<file path="config.mk">
export PLATFORM = sky130hd
export DESIGN_NAME = gpio_bank
export DESIGN_NICKNAME = d
export VERILOG_FILES = /design/src/core/gpio_pkg.sv /design/src/core/gpio_bank.sv
export VERILOG_INCLUDE_DIRS = /design/src /design/src/core
export SDC_FILE = /design/constraint.sdc
export NUM_CORES = 1
export LEC_CHECK = 0
export BUFFER_PORTS_ARGS = -buffer_cell sky130_fd_sc_hd__buf_4
export CAP_MARGIN = 15
export CORE_ASPECT_RATIO = 0.9
export CORE_MARGIN = 3
export CORE_UTILIZATION = 40
export CTS_CLUSTER_SIZE = 25
export DETAILED_ROUTE_END_ITERATION = 7
export PLACE_DENSITY = 0.69
export SYNTH_ARGS = -nofsm -noshare
export SYNTH_HDL_FRONTEND = slang
export SYNTH_SLANG_ARGS = --single-unit
export TNS_END_PERCENT = 50
</file>
<file path="constraint.sdc">
create_clock -name clk_sys -period 1.55 [get_ports clk_sys]
set_input_delay 0.0775 -clock clk_sys [delete_from_list [all_inputs] [get_ports clk_sys]]
set_output_delay 0.0775 -clock clk_sys [all_outputs]
set_load 0.1 [all_outputs]
</file>
<file path="src/core/gpio_defines.svh">
// Constants for the four-port pin bank: register indices, masks, reset values.
// Assumes inclusion by the package, the pin bank module and its checker only.
`ifndef GPIO_DEFINES_SVH
`define GPIO_DEFINES_SVH

`define GP_IDX_A_DATA 5'h00
`define GP_IDX_A_DIR 5'h01
`define GP_IDX_A_PU 5'h02
`define GP_IDX_A_WAKE 5'h03
`define GP_IDX_B_DATA 5'h04
`define GP_IDX_B_DIR 5'h05
`define GP_IDX_B_PU 5'h06
`define GP_IDX_C_DATA 5'h07
`define GP_IDX_C_DIR 5'h08
`define GP_IDX_C_PU 5'h09
`define GP_IDX_D_DATA 5'h0a
`define GP_IDX_D_DIR 5'h0b
`define GP_IDX_D_PU 5'h0c
`define GP_IDX_LOW_VOLTAGE_PULLUP_SELECT 5'h0d
`define GP_IDX_DRV0 5'h0e
`define GP_IDX_DRV1 5'h0f

`define GP_MASK_A 8'hff
`define GP_MASK_B 8'h7f
`define GP_MASK_C 8'h7f
`define GP_MASK_D 8'h0f
`define GP_MASK_LOW_VOLTAGE_PULLUP_SELECT 8'h01
`define GP_MASK_DRV0 8'hff
`define GP_MASK_DRV1 8'h3f

`define GP_RST_DIR 8'hff
`define GP_RST_ZERO 8'h00

`define GP_FN_GPIO 2'h0
`define GP_FN_OPEN_DRAIN 2'h1
`define GP_FN_OTHER 2'h2
`define GP_DRV_MIN 2'h0
`define GP_DRV_LOW_MID 2'h1
`define GP_DRV_HIGH_MID 2'h2
`define GP_DRV_MAX 2'h3

`define GP_LOW_VOLTAGE_PULLUP_SELECT_BIT 0
`define GP_NPORT 4
`define GP_ADDR_W 5

`endif

</file>
<file path="src/core/gpio_pkg.sv">
// Types shared by the pin bank: register bus request, pin bundle, state.
// Assumes gpio_defines.svh is on the include path.
`include "gpio_defines.svh"

package gpio_pkg;

    // Pin function as seen by the pull-up and wake logic
    typedef enum logic [1:0] {
        GP_FN_GPIO_E = `GP_FN_GPIO,
        GP_FN_OD_E = `GP_FN_OPEN_DRAIN,
        GP_FN_OTHER_E = `GP_FN_OTHER
    } gp_fn_e;

    typedef struct packed {
        logic rd;
        logic wr;
        logic [`GP_ADDR_W-1:0] addr;
        logic [7:0] wdata;
    } gp_req_s;

    typedef struct packed {
        logic [7:0] pin_out;
        logic [7:0] pin_oe;
        logic [7:0] pullup_on;
        logic [7:0] pullup_strong;
        logic [15:0] drive_level;
    } gp_port_pins_s;

    typedef struct packed {
        logic [`GP_NPORT-1:0][7:0] data;
        logic [`GP_NPORT-1:0][7:0] dir;
        logic [`GP_NPORT-1:0][7:0] pu;
        logic [7:0] wake_en;
        logic [7:0] low_voltage_pullup_select;
        logic [7:0] drv0;
        logic [7:0] drv1;
        logic [7:0] rdata;
        logic [7:0] pa_prev;
        logic wake_req;
    } gp_state_s;

endpackage

</file>
<file path="src/core/gpio_bank.sv">
// Four general purpose ports, A to D with 8, 7, 7 and 4 pins, reached as data-memory registers.
// Assumes the core presents one read or write per enabled cycle; pin levels
// are synchronous to clk_sys and pin function comes from the function selects.
`timescale 1ns/100ps
`include "gpio_defines.svh"

module gpio_bank
    import gpio_pkg::*;
#(
    parameter int NPORT = `GP_NPORT
) (
    // Clock, reset, enable
    input wire logic clk_sys,
    input wire logic rstn,
    input wire logic clk_en,
    // Data-memory register access
    input wire gp_req_s req,
    output logic [7:0] rdata,
    // Processor power state
    input wire logic low_power,
    // Pin function per port, two bits per pin
    input wire logic [NPORT-1:0][15:0] pin_function,
    // Pins
    input wire logic [NPORT-1:0][7:0] pin_in,
    output gp_port_pins_s [NPORT-1:0] pins,
    // Power management
    output logic wake_req
);

    // Register map and masks are fixed for four ports
    if (NPORT != `GP_NPORT) begin : g_bad_nport
        $error("gpio_bank supports exactly four ports");
    end

    gp_state_s s_q;
    gp_state_s s_d;

    // Implemented bits of each port
    function automatic logic [7:0] port_mask(input int p);
        case (p)
            0: port_mask = `GP_MASK_A;
            1: port_mask = `GP_MASK_B;
            2: port_mask = `GP_MASK_C;
            default: port_mask = `GP_MASK_D;
        endcase
    endfunction

    // Two-bit function field of one pin
    function automatic gp_fn_e pin_fn(input logic [15:0] f, input int b);
        logic [1:0] code;
        code = f[2*b +: 2];
        case (code)
            `GP_FN_GPIO: pin_fn = GP_FN_GPIO_E;
            `GP_FN_OPEN_DRAIN: pin_fn = GP_FN_OD_E;
            default: pin_fn = GP_FN_OTHER_E;
        endcase
    endfunction

    // Port index of a data/dir/pullup register, or NPORT if none
    function automatic logic [2:0] reg_port(input logic [`GP_ADDR_W-1:0] a);
        case (a)
            `GP_IDX_A_DATA, `GP_IDX_A_DIR, `GP_IDX_A_PU: reg_port = 3'h0;
            `GP_IDX_B_DATA, `GP_IDX_B_DIR, `GP_IDX_B_PU: reg_port = 3'h1;
            `GP_IDX_C_DATA, `GP_IDX_C_DIR, `GP_IDX_C_PU: reg_port = 3'h2;
            `GP_IDX_D_DATA, `GP_IDX_D_DIR, `GP_IDX_D_PU: reg_port = 3'h3;
            default: reg_port = 3'h4;
        endcase
    endfunction

    logic [NPORT-1:0][7:0] read_view;
    logic [7:0] pa_fall;
    logic [7:0] pa_gp_in;

    // Input pins read live, output pins read the latch
    for (genvar p = 0; p < NPORT; p++) begin : g_view
        for (genvar b = 0; b < 8; b++) begin : g_bit
            assign read_view[p][b] = s_q.dir[p][b] ? pin_in[p][b]
                                                   : s_q.data[p][b];
        end
    end

    for (genvar b = 0; b < 8; b++) begin : g_wake
        assign pa_gp_in[b] = s_q.dir[0][b] && (pin_fn(pin_function[0], b) == GP_FN_GPIO_E);
    end
    // Edge compares against the level held at the previous enabled cycle
    assign pa_fall = s_q.pa_prev & ~pin_in[0] & s_q.wake_en & pa_gp_in;

    always_comb begin
        logic [2:0] rp;
        logic [7:0] m;
        s_d = s_q;
        rp = reg_port(req.addr);
        m = (rp < 3'h4) ? port_mask(int'(rp)) : 8'h00;
        s_d.pa_prev = pin_in[0];
        s_d.wake_req = low_power && (|pa_fall);
        if (req.wr) begin
            unique case (req.addr)
                `GP_IDX_A_DATA, `GP_IDX_B_DATA, `GP_IDX_C_DATA, `GP_IDX_D_DATA: begin
                    s_d.data[rp[1:0]] = req.wdata & m;
                end
                `GP_IDX_A_DIR, `GP_IDX_B_DIR, `GP_IDX_C_DIR, `GP_IDX_D_DIR: begin
                    s_d.dir[rp[1:0]] = (req.wdata & m) | ~m;
                end
                `GP_IDX_A_PU, `GP_IDX_B_PU, `GP_IDX_C_PU, `GP_IDX_D_PU: begin
                    s_d.pu[rp[1:0]] = req.wdata & m;
                end
                `GP_IDX_A_WAKE: s_d.wake_en = req.wdata;
                `GP_IDX_LOW_VOLTAGE_PULLUP_SELECT: s_d.low_voltage_pullup_select = req.wdata & `GP_MASK_LOW_VOLTAGE_PULLUP_SELECT;
                `GP_IDX_DRV0: s_d.drv0 = req.wdata & `GP_MASK_DRV0;
                `GP_IDX_DRV1: s_d.drv1 = req.wdata & `GP_MASK_DRV1;
                default: ;
            endcase
        end
        if (req.rd) begin
            unique case (req.addr)
                `GP_IDX_A_DATA, `GP_IDX_B_DATA, `GP_IDX_C_DATA, `GP_IDX_D_DATA: begin
                    s_d.rdata = read_view[rp[1:0]] & m;
                end
                `GP_IDX_A_DIR, `GP_IDX_B_DIR, `GP_IDX_C_DIR, `GP_IDX_D_DIR: begin
                    s_d.rdata = s_q.dir[rp[1:0]] & m;
                end
                `GP_IDX_A_PU, `GP_IDX_B_PU, `GP_IDX_C_PU, `GP_IDX_D_PU: begin
                    s_d.rdata = s_q.pu[rp[1:0]] & m;
                end
                `GP_IDX_A_WAKE: s_d.rdata = s_q.wake_en;
                `GP_IDX_LOW_VOLTAGE_PULLUP_SELECT: s_d.rdata = s_q.low_voltage_pullup_select;
                `GP_IDX_DRV0: s_d.rdata = s_q.drv0;
                `GP_IDX_DRV1: s_d.rdata = s_q.drv1;
                default: s_d.rdata = `GP_RST_ZERO;
            endcase
        end
    end

    always_ff @(posedge clk_sys or negedge rstn) begin
        if (!rstn) begin
            s_q.data <= '0;
            for (int p = 0; p < NPORT; p++) begin
                s_q.dir[p] <= `GP_RST_DIR;
            end
            s_q.pu <= '0;
            s_q.wake_en <= `GP_RST_ZERO;
            s_q.low_voltage_pullup_select <= `GP_RST_ZERO;
            s_q.drv0 <= `GP_RST_ZERO;
            s_q.drv1 <= `GP_RST_ZERO;
            s_q.rdata <= `GP_RST_ZERO;
            s_q.pa_prev <= `GP_RST_ZERO;
            s_q.wake_req <= 1'b0;
        end else if (clk_en) begin
            s_q <= s_d;
        end
    end

    assign rdata = s_q.rdata;
    assign wake_req = s_q.wake_req;

    // Drive field per pin; groups A3-0, A7-4, B3, B6-5, C2-0
    function automatic logic [1:0] drv_of(input logic [7:0] d0, input logic [7:0] d1,
                                          input int p, input int b);
        drv_of = `GP_DRV_MIN;
        if (p == 0) begin
            drv_of = (b < 4) ? d0[1:0] : d0[3:2];
        end else if (p == 1 && b == 3) begin
            drv_of = d0[5:4];
        end else if (p == 1 && (b == 5 || b == 6)) begin
            drv_of = d0[7:6];
        end else if (p == 2 && b < 3) begin
            drv_of = d1[1:0];
        end
    endfunction

    for (genvar p = 0; p < NPORT; p++) begin : g_pin
        localparam logic [7:0] PMASK = port_mask(p);
        for (genvar b = 0; b < 8; b++) begin : g_bit
            logic out_mode;
            logic pu_ok;
            assign out_mode = !s_q.dir[p][b] && PMASK[b];
            assign pu_ok = s_q.pu[p][b] && ((s_q.dir[p][b] &&
                           pin_fn(pin_function[p], b) == GP_FN_GPIO_E) ||
                           pin_fn(pin_function[p], b) == GP_FN_OD_E);
            assign pins[p].pin_out[b] = s_q.data[p][b];
            assign pins[p].pin_oe[b] = out_mode;
            assign pins[p].pullup_on[b] = pu_ok;
            assign pins[p].pullup_strong[b] = pu_ok && s_q.low_voltage_pullup_select[`GP_LOW_VOLTAGE_PULLUP_SELECT_BIT];
            assign pins[p].drive_level[2*b +: 2] = out_mode ?
                drv_of(s_q.drv0, s_q.drv1, p, b) : `GP_DRV_MIN;
        end
    end

endmodule

</file>
==> summary.md <==
| Metric | Value |
|---|---|
| Multi-input logic area | 0.00459 mm2 |
| Chip width | 163 um |
| CORE AREA | 0.0212 mm2 |
| Combinational Power Share | 42.4% |
| Antenna fix cells | 0 |
| Top post-synthesis cells by area | dfrtp_1 (29%), buf_4 (12%), mux2_2 (11%) |
| Crit end category | output pin |
| CTS tree | done |
| Final Instance Area | 0.0135 mm2 |
| Maximum VDD drop | 0.000712 V |
| TritonCTS buffer count | 17 |
| PnR worst setup slack | -180 ps |
| Synthesized cell area | 0.00883 mm2 |
| GRT overflow | 0 |
| Leakage | 6.35 nW |
| Synth Flop Type | dfrtp_1 |
| Largest net degree at the start of global routing | 62 |
| Final setup viols | 60 |
| Clock Latency Late Sink | 420 ps |
| Setup_tns | -5650 ps |
| Power Density | 1100 mW/mm2 |
| Clock tree buffer depth | 2 |
| Total Power | 0.0149 W |
| Synth warnings | 0 |
| CP Data Arrival Time | 1650 ps |
| P_sw | 0.00626 W |
| Hold crit path type | in2async |
| Critical Path RT | 1470 ps |
| Area leader, netlist | dfrtp_1 |
| Max Fanout on Critical Path | 2 |
| Final Max Slew Viols | 0 |
| Register clock-pin slew on the reported worst setup and hold paths | 60 ps |
| Reg power frac | 29.6% |
| First DRT Iteration DRCs | 527 |
| Cell area after placement | 0.0113 mm2 |
| Synth unique cells | 70 |
| Sequential area share after synthesis | 39.0% |
| Core Util, Final | 63.7% |
| Area grow syn2layout | 53.1% |
| Slew HR | 66.2% |
| Mean post-synth cell area | 9.78 um2 |
| IO Pins | 316 |
| Clock share of power | 28.0% |
| Number of global-route vias before repair | 8237 |
| Total internal power | 0.00864 W |
| Cell with the most instances after synthesis | buf_4 |
| Reg area | 0.00344 mm2 |
| Synthesis-stage register bit count | 136 |
| Full die area | 0.0239 mm2 |
| Non-filler instance count after layout | 1536 |
| Post-synth ARST share | 100% |
| RSZ-0062 raised after global routing | yes |
| Maxcap violations | 0 |
| Initial antenna violation count | 0 |
| Failing checks | setup timing |
| Starting Density | 41.6% |
| Root buffer cell | clkbuf_16 |
| Clock skew | 7.00 ps |
| Final #Nets | 1352 |
| Most frequent cells after synthesis | buf_4 (142), dfrtp_1 (104), mux2_2 (83), nor2_1 (70), and2_1 (47) |
| Layout cells sized above 1 | 57.7% |
| Detailed placement HPWL | 25000 um |
| Run status | complete, but fails checks |
| Post-synth EDFFs | 0 |
| Vias | 8037 |
| Fin crit share | 112% |
| First-pass GRT wire length | 48900 um |
| Dpl cells | 1453 |
| Fill count | 1671 |
| Clk sinks | 136 |
| Initial DRT Pass Iterations | 5 |
| Drt wl/cell | 21.4 um |
| Share of the synthesized area in the top cell type | 29.5% |
| Die Ht | 147 um |
| Min cycle time layout | 1730 ps |
| Worst-margin pin slew | 500 ps |
| Peak Freq | 0.578 GHz |
| Syn Inst Count | 903 |
| ANT nets after route | 0 |
| Register-to-register setup slack | -100 ps |
| Final wirelength | 32900 um |
| GRT Overall Usage | 26.8% |
| Residual DRC | 0 |
| IO Port Bufs | 273 |
| Number of hold violations in the final report | 0 |
| Total number of H-tree levels | 4 |
| Startpoint types | flop |
| FP Rows | 50 |
| Routability Congestion | 0.905 |
| Vias per inst | 5.23 |
| Switching portion of total power | 42.0% |
| WS Path Type | reg2out |
layout by cell type (no fill, tap or decap), drive strengths merged, types with 4 or more instances in the layout:
cell and n:
a31oi 9, inv 30, nand3 22, nor3b 36, nand4 8, dfrtp 104
a211o 4, nor2b 38, a22oi 23, dlygate4sd3 18, nand2 28, o211ai 5
mux2i 33, conb 42, nor2 70, clkbuf 20, a21oi 41, o31ai 5
clkinv 6, nand2b 6, o21ai 17, and2 50, or2 7, nor3 8
a21o 5, mux2 83, buf 437, nor4b 9, nor4 5, dfstp 32
worst max-delay path: stages (launching register included):
cell and delay [ps]:
dfstp_2 560, nor2_1 60, nor3b_2 230, and2_2 200, buf_12 170
what timing repair did:
| item | in CTS | in global routing |
|---|---|---|
| buffers inserted | 25 | 8 |
| hold buffers | 18 | 0 |
| endpoints found under the hold margin | 141 | 0 |
| pin swaps | 13 | 21 |
| setup endpoints to repair | 69 | 89 |
| gates resized for setup | 221 | 80 |
power groups by stage:
stage | registers, W | logic [W] | clock network (W)
2_1_floorplan | 0.00442 | 0.00428 | 0
3_3_place_gp | 0.00453 | 0.00548 | 0
3_5_place_dp | 0.00454 | 0.00552 | 0
4_1_cts | 0.00438 | 0.00612 | 0.00421
5_1_grt | 0.00445 | 0.00657 | 0.00441
6_report | 0.00441 | 0.00631 | 0.00418
per-stage QoR:
step / hold WS (ps) / worst slack, ps
final: 106 / -180
after detailed placement: -19.2 / -224
after global routing: 117 / -233
after global placement: -22.6 / -224
after floorplan: -218 / -388
after CTS: 102 / -170
final cells by class:
type                            count  share of cell area, %
Tap cell                          286                   2.65
Multi-Input combinational cell    597                   34.0
Sequential cell                   136                   25.5
Clock buffer                       20                   3.38
Inverter                           30                  0.833
Clock inverter                     12                   1.11
Timing Repair Buffer              455                   32.6
logic make-up after synthesis:
| logic type | Yosys count | synth area share (%) |
|---|---|---|
| DFF | 136 | 39.0 |
| muxes | 116 | 14.3 |
| AOI/OAI and AO/OA | 134 | 10.2 |
| and+or+nand+nor | 304 | 20.8 |
| other | 1 | 0.0425 |
| xor gates and xnor gates | 1 | 0.0992 |
| buffers and inverters | 211 | 15.5 |
registers in the layout (all words and copies together), names as in the netlist:
register / flops
rdata: 8
wake_req: 1
s_q: 95
pins: 32
final timing paths:
path,startpoint,end,cells after the start
setup / recovery,s_q[81],pins[16],4
hold / removal,rstn,s_q[6],2
setup reg to reg,s_q[104],rdata[7],6
hold reg to reg,s_q[4],s_q[4],1
max in group asynchronous,rstn,s_q[90],3
min in group clk_sys,clk_en,wake_req,3
metal layers:
metal / vias to the layer above / track usage, % / wire (um) / part of all wire, %
met1: 3959 / 35.9 / 14200 / 43
li1: 3653 / - / - / -
met5: - / 0 / 0 / 0
met3: 44 / 5.58 / 2130 / 6.5
met4: 0 / 7.44 / 671 / 2.0
met2: 381 / 44.1 / 15900 / 48
(Power assumes the default switching activity.)
